--- config.mk ---
export PLATFORM = sky130hd
export DESIGN_NAME = stwp_top
export DESIGN_NICKNAME = d
export VERILOG_FILES = /design/src/hdl/stwp_pkg.sv /design/src/hdl/stwp_divider.sv /design/src/hdl/stwp_top.sv
export VERILOG_INCLUDE_DIRS = /design/src /design/src/hdl
export SDC_FILE = /design/constraint.sdc
export NUM_CORES = 1
export LEC_CHECK = 0
export ABC_AREA = 1
export ABC_CLOCK_PERIOD_IN_PS = 4290
export BUFFER_PORTS_ARGS = -buffer_cell sky130_fd_sc_hd__buf_2
export CAP_MARGIN = 10
export CELL_PAD_IN_SITES_DETAIL_PLACEMENT = 1
export CELL_PAD_IN_SITES_GLOBAL_PLACEMENT = 1
export CORE_UTILIZATION = 45
export CTS_CLUSTER_DIAMETER = 40
export DETAILED_ROUTE_END_ITERATION = 8
export HOLD_SLACK_MARGIN = 0.12
export PLACE_DENSITY = 0.82
export SYNTH_ARGS = -nofsm -noshare
export SYNTH_HDL_FRONTEND = slang
export SYNTH_SLANG_ARGS = --single-unit
--- constraint.sdc ---
create_clock -name mclk -period 4.29 [get_ports mclk]
set_clock_uncertainty 0.05 [all_clocks]
set_input_delay 0.2145 -clock mclk [delete_from_list [all_inputs] [get_ports mclk]]
set_output_delay 0.2145 -clock mclk [all_outputs]
set_load 0.05 [all_outputs]
--- src/hdl/stwp_map.svh ---
/*
 * register offsets, field positions and reset values of the shared divider block.
 * assumes inclusion by bare name from the design files.
 */
`ifndef STWP_MAP_SVH
`define STWP_MAP_SVH

`define STWP_OFF_TIMER_COUNT 8'h01
`define STWP_OFF_INTR_CTRL 8'h0B
`define STWP_OFF_PRESCALE_CFG 8'h81
`define STWP_OFF_PORTA_DIR 8'h85
`define STWP_OFF_CMD 8'h90
`define STWP_OFF_STATUS 8'h91
`define STWP_OFF_WDT_TOP 8'h92

`define STWP_RST_PRESCALE_CFG 8'hFF
`define STWP_RST_PORTA_DIR 8'h1F
`define STWP_RST_INTR_CTRL 8'h00
`define STWP_RST_WDT_TOP 8'hFF
`define STWP_PORTA_DIR_MASK 8'h1F

`define STWP_BIT_ASSIGN 3
`define STWP_BIT_T0_SRC 5
`define STWP_BIT_T0_EDGE 4
`define STWP_BIT_T0_IE 5
`define STWP_BIT_T0_IF 2
`define STWP_BIT_CMD_WDT_CLR 0
`define STWP_BIT_CMD_WDT_EN 1

`endif

--- src/hdl/stwp_pkg.sv ---
/*
 * types of the shared divider block.
 * assumes stwp_map.svh alongside.
 */
package stwp_pkg;
    typedef enum logic [1:0] {
        stwp_bus_idle,
        stwp_bus_ack
    } stwp_bus_state_t;

    typedef enum logic {
        stwp_to_timer,
        stwp_to_watchdog
    } stwp_assign_t;
endpackage

--- src/hdl/stwp_divider.sv ---
/*
 * shared 8-bit divider: counts input ticks, emits one tick per 2^n.
 * assumes clear is a single-cycle pulse on mclk; tick may stay high, counting every cycle.
 */
`include "stwp_map.svh"

module stwp_divider #(
    parameter int WIDTH = 8
) (
    // clock and reset
    input wire logic mclk,
    input wire logic resetn,
    // control
    input wire logic tick_in,
    input wire logic clear,
    input wire logic [3:0] log2_ratio,
    // result
    output logic tick_out
);
    logic [WIDTH-1:0] count;
    logic [WIDTH-1:0] next_count;
    logic [WIDTH:0] mask;
    logic wrap;

    assign mask = ({{WIDTH{1'b0}}, 1'b1} << log2_ratio) - {{WIDTH{1'b0}}, 1'b1};
    assign next_count = count + {{(WIDTH-1){1'b0}}, 1'b1};
    assign wrap = tick_in && ((next_count & mask[WIDTH-1:0]) == '0);
    assign tick_out = (log2_ratio == 4'h0) ? tick_in : wrap;

    always_ff @(posedge mclk or negedge resetn) begin
        if (!resetn) begin
            count <= '0;
        end else if (clear) begin
            count <= '0;
        end else if (tick_in) begin
            count <= next_count;
        end
    end
endmodule

--- src/hdl/stwp_top.sv ---
/*
 * timer counter and watchdog sharing one divider, with Avalon-MM slave.
 * assumes tmr_pin arrives asynchronously; bus is synchronous to mclk.
 */
// Local design decision: register access over Avalon-MM.
`include "stwp_map.svh"

module stwp_top #(
    parameter int WDT_TICK_CYCLES = 360
) (
    // clock and reset
    input wire logic mclk,
    input wire logic resetn,
    // avalon-mm slave
    input wire logic [7:0] avs_address,
    input wire logic avs_read,
    input wire logic avs_write,
    input wire logic [31:0] avs_writedata,
    output logic [31:0] avs_readdata,
    output logic avs_waitrequest,
    // pins and events
    input wire logic tmr_pin,
    output logic watchdog_reset,
    output logic timer_overflow
);
    // ********************
    // bus decode
    // ********************
    stwp_pkg::stwp_bus_state_t bus_state;
    logic [7:0] timer_count_value;
    logic [7:0] interrupt_control;
    logic [7:0] timer_prescale_config;
    logic [7:0] port_a_direction;
    logic [7:0] wdt_top;
    logic wdt_enable;
    logic wdt_timeout_seen;
    logic [7:0] wdt_count;
    logic [31:0] next_readdata;
    logic access;
    logic wr_fire;
    logic rd_fire;
    logic wr_tmr;
    logic wr_cfg;
    logic wr_cmd;
    logic [7:0] wdata;

    assign access = avs_read || avs_write;
    assign avs_waitrequest = access && (bus_state != stwp_pkg::stwp_bus_ack);
    assign wr_fire = avs_write && (bus_state == stwp_pkg::stwp_bus_ack);
    assign rd_fire = avs_read && (bus_state == stwp_pkg::stwp_bus_ack);
    assign wdata = avs_writedata[7:0];
    assign wr_tmr = wr_fire && (avs_address == `STWP_OFF_TIMER_COUNT);
    assign wr_cfg = wr_fire && (avs_address == `STWP_OFF_PRESCALE_CFG);
    assign wr_cmd = wr_fire && (avs_address == `STWP_OFF_CMD);

    always_ff @(posedge mclk or negedge resetn) begin
        if (!resetn) begin
            bus_state <= stwp_pkg::stwp_bus_idle;
        end else begin
            case (bus_state)
                stwp_pkg::stwp_bus_idle: begin
                    if (access) begin
                        bus_state <= stwp_pkg::stwp_bus_ack;
                    end
                end
                stwp_pkg::stwp_bus_ack: bus_state <= stwp_pkg::stwp_bus_idle;
                default: bus_state <= stwp_pkg::stwp_bus_idle;
            endcase
        end
    end

    // divider count is absent from this map
    always_comb begin
        next_readdata = 32'h0000_0000;
        case (avs_address)
            `STWP_OFF_TIMER_COUNT: next_readdata[7:0] = timer_count_value;
            `STWP_OFF_INTR_CTRL: next_readdata[7:0] = interrupt_control;
            `STWP_OFF_PRESCALE_CFG: next_readdata[7:0] = timer_prescale_config;
            `STWP_OFF_PORTA_DIR: next_readdata[7:0] = port_a_direction;
            `STWP_OFF_CMD: next_readdata[`STWP_BIT_CMD_WDT_EN] = wdt_enable;
            `STWP_OFF_STATUS: next_readdata[7:0] = {7'h00, wdt_timeout_seen};
            `STWP_OFF_WDT_TOP: next_readdata[7:0] = wdt_top;
            default: next_readdata = 32'h0000_0000;
        endcase
    end

    always_ff @(posedge mclk or negedge resetn) begin
        if (!resetn) begin
            avs_readdata <= 32'h0000_0000;
        end else if (avs_read && bus_state == stwp_pkg::stwp_bus_idle) begin
            avs_readdata <= next_readdata;
        end
    end

    // ********************
    // configuration registers
    // ********************
    logic divider_assign_bit;
    logic [2:0] divide_ratio_field;
    logic t0_edge_sel;
    logic t0_src_pin;
    logic watchdog_clear_instr;

    assign divider_assign_bit = timer_prescale_config[`STWP_BIT_ASSIGN];
    assign divide_ratio_field = timer_prescale_config[2:0];
    assign t0_edge_sel = timer_prescale_config[`STWP_BIT_T0_EDGE];
    assign t0_src_pin = timer_prescale_config[`STWP_BIT_T0_SRC];
    assign watchdog_clear_instr = wr_cmd && wdata[`STWP_BIT_CMD_WDT_CLR];

    always_ff @(posedge mclk or negedge resetn) begin
        if (!resetn) begin
            timer_prescale_config <= `STWP_RST_PRESCALE_CFG;
            port_a_direction <= `STWP_RST_PORTA_DIR;
            wdt_top <= `STWP_RST_WDT_TOP;
            wdt_enable <= 1'b0;
        end else begin
            if (wr_cfg) begin
                timer_prescale_config <= wdata;
            end
            if (wr_fire && avs_address == `STWP_OFF_PORTA_DIR) begin
                port_a_direction <= wdata & `STWP_PORTA_DIR_MASK;
            end
            if (wr_fire && avs_address == `STWP_OFF_WDT_TOP) begin
                wdt_top <= wdata;
            end
            if (wr_cmd) begin
                wdt_enable <= wdata[`STWP_BIT_CMD_WDT_EN];
            end
        end
    end

    // ********************
    // tick sources
    // ********************
    logic [2:0] pin_sync;
    logic pin_edge;
    logic [15:0] wdt_osc_count;
    logic wdt_osc_tick;
    logic timer_src_tick;

    assign pin_edge = t0_edge_sel ? (pin_sync[2] && !pin_sync[1]) : (!pin_sync[2] && pin_sync[1]);
    assign timer_src_tick = t0_src_pin ? pin_edge : 1'b1;
    assign wdt_osc_tick = (wdt_osc_count == 16'(WDT_TICK_CYCLES - 1));

    always_ff @(posedge mclk or negedge resetn) begin
        if (!resetn) begin
            pin_sync <= 3'h0;
            wdt_osc_count <= 16'h0000;
        end else begin
            pin_sync <= {pin_sync[1:0], tmr_pin};
            wdt_osc_count <= wdt_osc_tick ? 16'h0000 : wdt_osc_count + 16'h0001;
        end
    end

    // ********************
    // shared divider
    // ********************
    logic on_watchdog;
    logic div_in;
    logic div_out;
    logic div_clear;
    logic [3:0] div_log2;
    logic timer_tick;
    logic wdt_tick;

    assign on_watchdog = divider_assign_bit;
    assign div_in = on_watchdog ? wdt_osc_tick : timer_src_tick;
    assign div_clear = on_watchdog ? watchdog_clear_instr : wr_tmr;
    assign div_log2 = on_watchdog ? {1'b0, divide_ratio_field}
                                  : {1'b0, divide_ratio_field} + 4'h1;
    assign timer_tick = on_watchdog ? timer_src_tick : div_out;
    assign wdt_tick = on_watchdog ? div_out : wdt_osc_tick;

    stwp_divider #(
        .WIDTH(8)
    ) u_divider (
        .mclk(mclk),
        .resetn(resetn),
        .tick_in(div_in),
        .clear(div_clear),
        .log2_ratio(div_log2),
        .tick_out(div_out)
    );

    // ********************
    // timer and watchdog counters
    // ********************
    logic tmr_wrap;

    assign tmr_wrap = timer_tick && !wr_tmr && (timer_count_value == 8'hFF);

    always_ff @(posedge mclk or negedge resetn) begin
        if (!resetn) begin
            timer_count_value <= 8'h00;
            interrupt_control <= `STWP_RST_INTR_CTRL;
            timer_overflow <= 1'b0;
        end else begin
            timer_overflow <= tmr_wrap;
            if (wr_tmr) begin
                timer_count_value <= wdata;
            end else if (timer_tick) begin
                timer_count_value <= timer_count_value + 8'h01;
            end
            if (wr_fire && avs_address == `STWP_OFF_INTR_CTRL) begin
                interrupt_control <= wdata;
            end
            if (tmr_wrap) begin
                interrupt_control[`STWP_BIT_T0_IF] <= 1'b1;
            end
        end
    end

    logic wdt_expire;

    assign wdt_expire = wdt_enable && wdt_tick && !watchdog_clear_instr && (wdt_count == wdt_top);

    always_ff @(posedge mclk or negedge resetn) begin
        if (!resetn) begin
            wdt_count <= 8'h00;
            watchdog_reset <= 1'b0;
            wdt_timeout_seen <= 1'b0;
        end else begin
            watchdog_reset <= wdt_expire;
            if (watchdog_clear_instr || !wdt_enable || wdt_expire) begin
                wdt_count <= 8'h00;
            end else if (wdt_tick) begin
                wdt_count <= wdt_count + 8'h01;
            end
            if (wdt_expire) begin
                wdt_timeout_seen <= 1'b1;
            end else if (wr_fire && avs_address == `STWP_OFF_STATUS) begin
                wdt_timeout_seen <= 1'b0;
            end
        end
    end
endmodule

; After elaboration in Yosys (flattened, before gate mapping)
; Cells that the tools add are included.
[word_totals]
reg_bits = 86
inputBits = 45
out_inout_bits = 35
wordCells = 96
[classes]
n_addsub = 6
n_eq_ne = 13
shifts = 1
mux = 24
bitwise_logic = 1
n_reduce_logical = 35
[op_table]
columns = op, count
row1 = == test 8 bit (second input constant), 6
row2 = 2-to-1 mux 8 bit, 6
row3 = case mux 6 bit (5 select lines), 1
row4 = adder 8 x 1 -> 8 bit (second input constant), 3
row5 = logical AND 1 bit, 19
row6 = adder 16 x 1 -> 16 bit (second input constant), 1
row7 = == test 16 x 9 -> 1 bit (second input constant), 1
row8 = 2-to-1 mux 16 bit, 1
row9 = case mux 1 bit (6 select lines), 2
row10 = 2-to-1 mux 1 bit, 10
row11 = nonzero test 2 bit, 5
row12 = AND 8 bit, 1
row13 = == test 8 x 1 -> 1 bit (second input constant), 1
row14 = == test 8 x 4 -> 1 bit (second input constant), 1
row15 = == test 8 bit, 1
row16 = zero test 8 bit, 1
row17 = left shift 1 x 4 -> 8 bit (first input constant), 1
row18 = subtractor 8 x 1 -> 8 bit (second input constant), 1
row19 = zero test 1 bit, 5
row20 = adder 3 x 1 -> 4 bit (second input constant), 1
row21 = zero test 4 bit, 1
row22 = 2-to-1 mux 2 bit, 2
row23 = 2-to-1 mux 4 bit, 1
row24 = logical OR 1 bit, 3
row25 = 5 further kinds, 5

; Longest topological paths before layout
; Gate-level depths: netlist (run 1).
[logic_depth]
depth_word = 14
depth_mapped = 21
depth_no_buf = 20

; Cells and area by module
; A second synthesis (run 1) with hierarchy kept.
[hier_totals]
hier_cells = 684
area_unflattened_um2 = 5166.2
[modules_own_cells]
columns = mod, n_inst, cells_each, area_per_inst_um2, seq_area_each_um2
row1 = stwp_top, 1, 583, 4535.6, 1953.1
row2 = stwp_divider, 1, 101, 630.6, 200.2

; Least setup slack after synthesis (run 1)
; OpenSTA, ideal clock, no wires.
[synth_timing]
path_type = reg2reg
startpoint = register timer_prescale_config[0]
endpoint = register wdt_count[4]
setup_ps = 119
t_arrival_ps = 2324
required_ps = 4121
path_slack_ps = 1797
stages_incl_launch_ff = 20
path_buffers = 0
period_less_slack_ps = 2493
cell_sequence = dfstp_2 ha_1 o21ai_2 nand2_1 nor2_1 inv_1 ha_1 inv_1 nand2_1 nand2_1 nor2_1 nand3_1 nor2_1 nand2_1 nand3_1 nand2_2 inv_4 nor2_8 nand2_1 nand2_1
[synth_via]
elab_chain_len = 14
elab_cells_between_ends = 16
classes_between = add/sub (2) / shift (1) / mux (4) / bitwise (1) / reduce/logical (8)
[synth_rtl]
columns = item, line
row1 = from (decl), stwp_top.sv:32  ; logic [7:0] timer_prescale_config;
row2 = from (signal assigned), stwp_top.sv:112  ; timer_prescale_config <= `STWP_RST_PRESCALE_CFG;
row3 = from (signal assigned), stwp_top.sv:118  ; timer_prescale_config <= wdata;
row4 = adder 3 x 1 -> 4 bit, stwp_top.sv:170  ; : {1'b0, divide_ratio_field} + 4'h1;
row5 = 2-to-1 mux 4 bit (*), stwp_top.sv:169  ; assign div_log2 = on_watchdog ? {1'b0, divide_ratio_field}
row6 = left shift 1 x 4 -> 8 bit, stwp_divider.sv:25  ; assign mask = ({{WIDTH{1'b0}}, 1'b1} << log2_ratio) - {{WIDTH{1'b0}}, 1'b1};
row7 = subtractor 8 x 1 -> 8 bit, stwp_divider.sv:25
row8 = AND 8 bit, stwp_divider.sv:27  ; assign wrap = tick_in && ((next_count & mask[WIDTH-1:0]) == '0);
row9 = zero test 8 bit, stwp_divider.sv:27
row10 = logical AND 1 bit, stwp_divider.sv:27
row11 = 2-to-1 mux 1 bit (*), stwp_divider.sv:28  ; assign tick_out = (log2_ratio == 4'h0) ? tick_in : wrap;
row12 = 2-to-1 mux 1 bit (*), stwp_top.sv:172  ; assign wdt_tick = on_watchdog ? div_out : wdt_osc_tick;
row13 = logical AND 1 bit (3 in a row), stwp_top.sv:215  ; assign wdt_expire = wdt_enable && wdt_tick && !watchdog_clear_instr && (wdt_count == wdt_top);
row14 = logical OR 1 bit, stwp_top.sv:224  ; if (watchdog_clear_instr || !wdt_enable || wdt_expire) begin
row15 = 2-to-1 mux 8 bit or nonzero test 2 bit (tied branches), -
row16 = to (signal assigned), stwp_top.sv:227  ; wdt_count <= wdt_count + 8'h01;
row17 = to (decl), stwp_top.sv:37  ; logic [7:0] wdt_count;
; Mark *: on every way between the ends. The rest lies on a longest branch, timed or not.
; A chain may end at the register's enable or synchronous reset.

; Final worst setup path (run 1)
[layout_timing]
startpoint = register timer_prescale_config[0]
endpoint = register timer_count_value[4]
[layout_via]
elab_chain_len = 10
elab_cells_between_ends = 11
classes_between = add/sub (2) / shift (1) / mux (3) / bitwise (1) / reduce/logical (4)
[layout_rtl]
columns = item, line
row1 = adder 3 x 1 -> 4 bit, stwp_top.sv:170
row2 = 2-to-1 mux 4 bit (*), stwp_top.sv:169
row3 = left shift 1 x 4 -> 8 bit, stwp_divider.sv:25
row4 = subtractor 8 x 1 -> 8 bit, stwp_divider.sv:25
row5 = AND 8 bit, stwp_divider.sv:27
row6 = zero test 8 bit, stwp_divider.sv:27
row7 = logical AND 1 bit, stwp_divider.sv:27
row8 = 2-to-1 mux 1 bit (*), stwp_divider.sv:28
row9 = 2-to-1 mux 1 bit (*), stwp_top.sv:171  ; assign timer_tick = on_watchdog ? timer_src_tick : div_out;
row10 = nonzero test 2 bit (no source line) (*), -
row11 = to (signal assigned), stwp_top.sv:200  ; timer_count_value <= wdata;
row12 = to (signal assigned), stwp_top.sv:202  ; timer_count_value <= timer_count_value + 8'h01;
row13 = to (decl), stwp_top.sv:30  ; logic [7:0] timer_count_value;
; Marks and branches as above.

==> results of run 1 <==
cell usage in the layout, fill, tap and decap left out, types with 5 or more instances in the layout:
| master | netlist | final |
|---|---|---|
| nand2_1 | 140 | 140 |
| inv_1 | 84 | 84 |
| dfrtp_1 | 64 | 64 |
| nor2_1 | 50 | 50 |
| nand3_1 | 36 | 36 |
| o21ai_0 | 31 | 31 |
| buf_2 | 3 | 30 |
| conb_1 | 1 | 24 |
| nand4_1 | 23 | 23 |
| dfstp_2 | 21 | 21 |
| xor2_1 | 19 | 19 |
| a21oi_1 | 13 | 13 |
| dlygate4sd3_1 | 0 | 12 |
| clkbuf_8 | 0 | 11 |
| o22ai_1 | 10 | 10 |
| nand2_2 | 9 | 9 |
| nor3_1 | 9 | 9 |
| o21ai_1 | 7 | 7 |
| a31oi_1 | 6 | 6 |
| mux2_2 | 6 | 6 |
| ha_1 | 6 | 6 |
| xnor2_1 | 5 | 5 |
cell families (layout without fill, tap and decap cells):
family,count (synthesis),count (layout),share of synthesized area [%]
AOI/OAI and AO/OA,77,77,9.051
xor gates and xnor gates,24,24,4.344
adders and majority gates,6,6,1.552
buffers and inverters,120,149,11.56
DFF,85,85,44.50
muxes,6,6,1.396
other,1,24,0.07751
and+or+nand+nor,287,287,27.51
per-layer routing:
layer	up-vias	global-route usage, %	wire length, um
met3	24	3.401	303
met1	2137	30.99	5647
met5	-	0	0
li1	2011	-	-
met4	0	10.02	301
met2	65	43.23	6618
power groups by stage:
| stage | Combinational, mW | Clock (mW) | Sequential (mW) |
|---|---|---|---|
| after floorplan | 0.365 | 0 | 0.992 |
| after global placement | 0.474 | 0 | 0.984 |
| after detailed placement | 0.496 | 0 | 0.991 |
| after CTS | 0.509 | 0.628 | 0.976 |
| after global routing | 0.573 | 0.656 | 0.988 |
| final | 0.503 | 0.615 | 0.976 |
sequential cells by signal (all words and copies together), names as in the netlist:
name and cells:
wdt_osc_count 16, avs_readdata 8, interrupt_control 8, timer_count_value 8, timer_prescale_config 8, u_divider.count 8
wdt_count 8, wdt_top 8, port_a_direction 5, pin_sync 3, bus_state 1, timer_overflow 1
watchdog_reset 1, wdt_enable 1, wdt_timeout_seen 1
through the flow:
step | std cells | hold slack [ps] | power (mW) | util (%)
2_1_floorplan | 629 | -131.1 | 1.357 | -
3_3_place_gp | 766 | 274.3 | 1.458 | 48.59
3_5_place_dp | 766 | 283.0 | 1.488 | 48.59
4_1_cts | 794 | 136.4 | 2.113 | 51.77
5_1_grt | 794 | 173.8 | 2.218 | 51.77
6_report | 794 | 145.2 | 2.094 | 51.77
cell usage after synthesis (2+ instances only):
cell type / n / area (um^2)
mux2_2: 6 / 67.56
a221oi_1: 4 / 35.03
a21oi_1: 13 / 65.06
a31oi_1: 6 / 37.54
dfstp_2: 21 / 551.8
nor3_1: 9 / 45.04
clkbuf_1: 2 / 7.510
ha_1: 6 / 75.07
nand4_1: 23 / 143.9
xnor2_1: 5 / 43.79
o22ai_1: 10 / 62.56
dfrtp_1: 64 / 1602
nor4_1: 4 / 25.02
inv_2: 3 / 11.26
nand2_2: 9 / 56.30
o21ai_0: 31 / 155.2
or2_2: 2 / 12.51
nor2_2: 3 / 18.77
xor2_1: 19 / 166.4
nor2_4: 2 / 22.52
inv_1: 84 / 315.3
nand2_1: 140 / 525.5
nand2_4: 2 / 22.52
a211oi_1: 3 / 22.52
o21ai_1: 7 / 35.03
buf_4: 24 / 180.2
nand3_1: 36 / 180.2
nor2_1: 50 / 187.7
buf_2: 3 / 15.01
critical path: stages, from the launching register on:
cell and delay (ps):
dfstp_2 570, ha_1 240, o21ai_2 200, nand2_1 110, nor2_1 160, inv_1 100, ha_1 290, inv_1 40
nand2_1 50, nand2_1 50, nor2_1 90, nand3_1 90, nor2_1 110, nand2_1 80, nand3_1 100, nand2_2 150
nand2_4 170, nand2_1 80, o21ai_1 80
worst max path at each step:
stage / to / start
after floorplan: wdt_count[4]$_DFFE_PN0P_ / timer_prescale_config[0]$_DFFE_PN1P_
after global placement: interrupt_control[2]$_DFFE_PN0P_ / timer_prescale_config[0]$_DFFE_PN1P_
after detailed placement: timer_count_value[0]$_DFFE_PN0P_ / timer_prescale_config[0]$_DFFE_PN1P_
after CTS: timer_count_value[4]$_DFFE_PN0P_ / timer_prescale_config[0]$_DFFE_PN1P_
after global routing: timer_count_value[4]$_DFFE_PN0P_ / timer_prescale_config[0]$_DFFE_PN1P_
final: timer_count_value[4]$_DFFE_PN0P_ / timer_prescale_config[0]$_DFFE_PN1P_
repair_timing:
item / CTS / global route
hold buffers: 12 / 0
setup buffers: 0 / 0
setup endpoints to repair: 0 / 0
gates resized for setup: 0 / 0
hold endpoints to repair: 87 / 0
cell type report:
| type | instances | area share (%) |
|---|---|---|
| multi-input cells | 424 | 41.20 |
| clock inverters | 5 | 1.095 |
| inverters | 90 | 6.432 |
| flip-flops and latches | 85 | 40.11 |
| repair buffers | 43 | 5.174 |
| clock buffers | 11 | 2.820 |
| well taps | 136 | 3.169 |
==> impl_metrics.env, run 1 <==
export IMPL_status="finished clean"
export IMPL_grt_overflow_total=0
export IMPL_synth_area_per_cell_um2=7.984
export IMPL_drive_gt1_share_pct=15.65
export IMPL_hold_violations=0
export IMPL_syn_cell_area_um2=4838
export IMPL_r2r_end="timer_count_value[4]$_DFFE_PN0P_"
export IMPL_hold_end="avs_readdata[0]$_DFFE_PN0P_"
export IMPL_num_vias=4237
export IMPL_insertion_delay_ps=380
export IMPL_synthDistinctLibCells=44
export IMPL_syn_to_final_growth_pct=10.96
export IMPL_rsz0062_at_grt="false"
export IMPL_worstSetupPathType="register to register"
export IMPL_net_switching_power_uw=740.1
export IMPL_yosysWarningCount=0
export IMPL_multi_input_area_um2=2212
export IMPL_final_max_slew_violation_count=0
export IMPL_drc=0
export IMPL_clkTransAtPathRegs_ps=90
export IMPL_maxCapViolations=0
export IMPL_slew_headroom_pct=25.19
export IMPL_clkPwrFrac_pct=29.4
export IMPL_synth_seq_cells=85
export IMPL_comb_power_share_pct=24.0
export IMPL_viasPerCell=5.336
export IMPL_dp_hpwl_um=9488
export IMPL_endpoint_kind="register"
export IMPL_worst_pin_slew_ps=1122
export IMPL_initial_core_util_pct=46.66
export IMPL_drt_iter0_drc=254
export IMPL_max_clock_freq_mhz=345.9
export IMPL_die_area_um2=11170
export IMPL_wirelength_um=12870
export IMPL_die_h_um=105.7
export IMPL_worstHoldPathType="primary input to register"
export IMPL_postSynthCellCount=606
export IMPL_r2r_start="timer_prescale_config[0]$_DFFE_PN1P_"
export IMPL_dr_pass1_iters=6
export IMPL_r2r_slack_ps=1400
export IMPL_placed_area_um2=5039
export IMPL_nets=704
export IMPL_ys_seq_area_share_pct=44.50
export IMPL_design_area_um2=5369
export IMPL_p_sw_share_pct=35.34
export IMPL_row_count=37
export IMPL_numCtsBuffers=9
export IMPL_wl_per_cell_um=16.21
export IMPL_cts_sinks=85
export IMPL_nFillCells=1329
export IMPL_regArea_um2=2153
export IMPL_diodes=0
export IMPL_fin_ws_ps=1399
export IMPL_pre_cts_ws_ps=1399
export IMPL_grt_use_total_pct=24.84
export IMPL_core_um2=10370
export IMPL_port_buffers=31
export IMPL_synth_flop_cell="dfrtp_1"
export IMPL_arrival_ps=3140
export IMPL_seqPwrFrac_pct=46.6
export IMPL_gp_congestion=0.8164
export IMPL_p_leak_nw=2.684
export IMPL_final_min_clock_period_ps=2891
export IMPL_hp_start="avs_address[3]"
export IMPL_finalSetupViolCount=0
export IMPL_clockRootBuffer="clkbuf_8"
export IMPL_io_pins=80
export IMPL_grt_max_degree=86
export IMPL_crit_path_start_kind="register"
export IMPL_fp_dieW_um=105.7
export IMPL_clock_path_buffers=2
export IMPL_async_flop_share_pct=100.0
export IMPL_tritoncts="yes"
export IMPL_vdd_drop_max_v=0.0002146
export IMPL_antenna_found_initial=0
export IMPL_ff2ff_path_depth=18
export IMPL_synth_edf_count=0
export IMPL_grt_pass1_wl_um=21640
export IMPL_power_density_nw_per_um2=390.0
export IMPL_grt_pass1_vias=4444
export IMPL_cp_required_ps=4540
export IMPL_fin_crit_sh_pct=67.38
export IMPL_route_antenna_remaining_nets=0
export IMPL_intPower_mw=1.354
export IMPL_htreeDepth=3
export IMPL_hold_depth=4
export IMPL_final_setup_tns_ps=0
export IMPL_crit_path_max_fanout=10
Power figures use the tool's default switching activity.
==> run 2, diff against run 1 <==
ABC_CLOCK_PERIOD_IN_PS = 2460   (was 4290)
CORE_UTILIZATION = 38   (was 45)
PLACE_DENSITY = 0.74   (was 0.82)
clock period = 2.46 ns   (was 4.29 ns; I/O delays follow)
==> impl_metrics.env, run 2 (synthesis results as in run 1) <==
export IMPL_drc=0
export IMPL_drt_iter0_drc=170
export IMPL_final_min_clock_period_ps=2679
export IMPL_grt_use_total_pct=22.91
export IMPL_grt_pass1_vias=4740
export IMPL_route_antenna_remaining_nets=0
export IMPL_worst_pin_slew_ps=645.7
export IMPL_failed_checks="negative setup slack"
export IMPL_die_h_um=114.8
export IMPL_cp_required_ps=2660
export IMPL_power_density_nw_per_um2=681.2
export IMPL_power_mw=4.021
export IMPL_numCtsBuffers=9
export IMPL_wirelength_um=13940
export IMPL_crit_path_max_fanout=8
export IMPL_fp_dieW_um=114.8
export IMPL_cts_sinks=85
export IMPL_status="finished, violations left"
export IMPL_num_vias=4317
export IMPL_placed_cells=826
export IMPL_comb_power_share_pct=24.5
export IMPL_die_area_um2=13190
export IMPL_grt_pass1_wl_um=23200
export IMPL_nets=741
export IMPL_final_cell_mix="126 x nand2_1, 82 x inv_1, 64 x dfrtp_1"
export IMPL_dr_pass1_iters=4
export IMPL_intPower_mw=2.632
export IMPL_hold_violations=0
export IMPL_worstHoldPathType="primary input to register"
export IMPL_seqPwrFrac_pct=42.5
export IMPL_clock_path_buffers=2
export IMPL_final_max_slew_violation_count=0
export IMPL_largest_register_ffs=16
export IMPL_clkPwrFrac_pct=33.1
export IMPL_finalSetupViolCount=20
export IMPL_arrival_ps=2870
export IMPL_wl_per_cell_um=16.15
export IMPL_syn_to_final_growth_pct=22.01
export IMPL_crit_path_start_kind="register"
export IMPL_drive_gt1_share_pct=23.02
export IMPL_antenna_found_initial=0
export IMPL_endpoint_kind="register"
export IMPL_vdd_drop_max_v=0.0005798
export IMPL_grt_max_degree=45
export IMPL_clkTransAtPathRegs_ps=70
export IMPL_design_area_um2=5903
export IMPL_top_register="wdt_osc_count"
export IMPL_max_clock_freq_mhz=373.3
export IMPL_tritoncts="yes"
export IMPL_insertion_delay_ps=350
export IMPL_core_um2=12210
export IMPL_fin_ws_ps=-218.7
export IMPL_htreeDepth=3
export IMPL_maxCapViolations=0
export IMPL_net_switching_power_mw=1.389
export IMPL_nFillCells=1529
export IMPL_grt_overflow_total=0
export IMPL_instances_no_fill=863
export IMPL_diodes=0
export IMPL_clockRootBuffer="clkbuf_16"
export IMPL_worstSetupPathType="register to register"
export IMPL_p_leak_nw=2.943
export IMPL_dp_hpwl_um=10010
export IMPL_viasPerCell=5.002
export IMPL_final_setup_tns_ps=-3750
export IMPL_io_pins=80
export IMPL_slew_headroom_pct=56.66
export IMPL_layout_cells_most_common="nand2_1"
export IMPL_rsz0062_at_grt="true"
export IMPL_row_count=40
export IMPL_placed_area_um2=5321
export IMPL_port_buffers=31
export IMPL_fin_crit_sh_pct=108.9
export IMPL_gp_congestion=0.8128
export IMPL_initial_core_util_pct=39.62
export IMPL_final_util_pct=48.34
export IMPL_p_sw_share_pct=34.54
-- run 2: worst max-delay path, cell delays in order (launching register included) --
cell,delay [ps]
dfstp_2,580
ha_4,230
o21ai_4,180
buf_6,130
nand3_1,110
ha_4,290
inv_2,30
nand2_2,40
nand2_1,60
nor2_1,100
nand3_1,90
nor2_2,100
nand2_2,100
nand3_4,100
nand2_4,90
inv_6,100
nor2_8,60
nand2_2,80
nand2_2,50
-- run 2: final timing paths --
kind                            cells after the start                                 start                      endpoint  slack (ps)
worst max-delay path                               18  timer_prescale_config[1]$_DFFE_PN1P_      wdt_count[3]$_DFFE_PN0P_        -220
worst min-delay path                                5                        avs_address[1]  wdt_timeout_seen$_DFFE_PN0P_         140
worst max register to register                     18  timer_prescale_config[1]$_DFFE_PN1P_      wdt_count[3]$_DFFE_PN0P_        -220
worst min register to register                      0                 pin_sync[0]$_DFF_PN0_         pin_sync[1]$_DFF_PN0_         310
max in group asynchronous                           3                                resetn        wdt_top[3]$_DFFE_PN1P_        1340
min in group asynchronous                           2                                resetn      bus_state[0]$_DFFE_PN0P_         290
-- run 2: per-layer routing --
metal  wire [um]  global-route usage [%]  vias up
met5           0                       0        -
met4         290                   6.926        0
met3         395                   4.586       20
met2        7563                   43.09       70
met1        5688                   25.97     2137
li1            -                       -     2090
-- run 2: power by group through the flow --
stage                     clock, mW  sequential (mW)  combinational, mW
final                          1.33             1.71              0.984
after global routing           1.41             1.72               1.10
after CTS                      1.36             1.71              0.953
after detailed placement          0             1.73              0.910
after global placement            0             1.72              0.877
after floorplan                   0             1.73              0.641
-- run 2: metrics by stage --
step	hold WS (ps)	worst slack, ps
6_report	139.1	-218.7
5_1_grt	159.8	-347.8
4_1_cts	131.9	-231.7
3_5_place_dp	133.5	-360.8
3_3_place_gp	131.2	-146.5
2_1_floorplan	-222.6	8.492
-- run 2: layout make-up --
cell class | count | area (um^2) | area share [%]
inverter | 90 | 347.8 | 5.892
clock inverter | 4 | 30.03 | 0.5087
timing repair buffer | 78 | 564.3 | 9.559
multi-input combinational | 425 | 2337 | 39.59
sequential | 85 | 2153 | 36.48
tap | 168 | 210.2 | 3.561
clock buffer | 12 | 256.5 | 4.345
timing repair inverter | 1 | 3.754 | 0.06359
-- run 2: what timing repair did --
item                                   in CTS  in global routing
setup endpoints to repair                  20                 20
buffers inserted                            3                  1
gates resized for setup                    15                 17
gates cloned                                2                  0
hold buffers                               15                  0
endpoints found under the hold margin      77                  0
pin swaps                                  20                 16
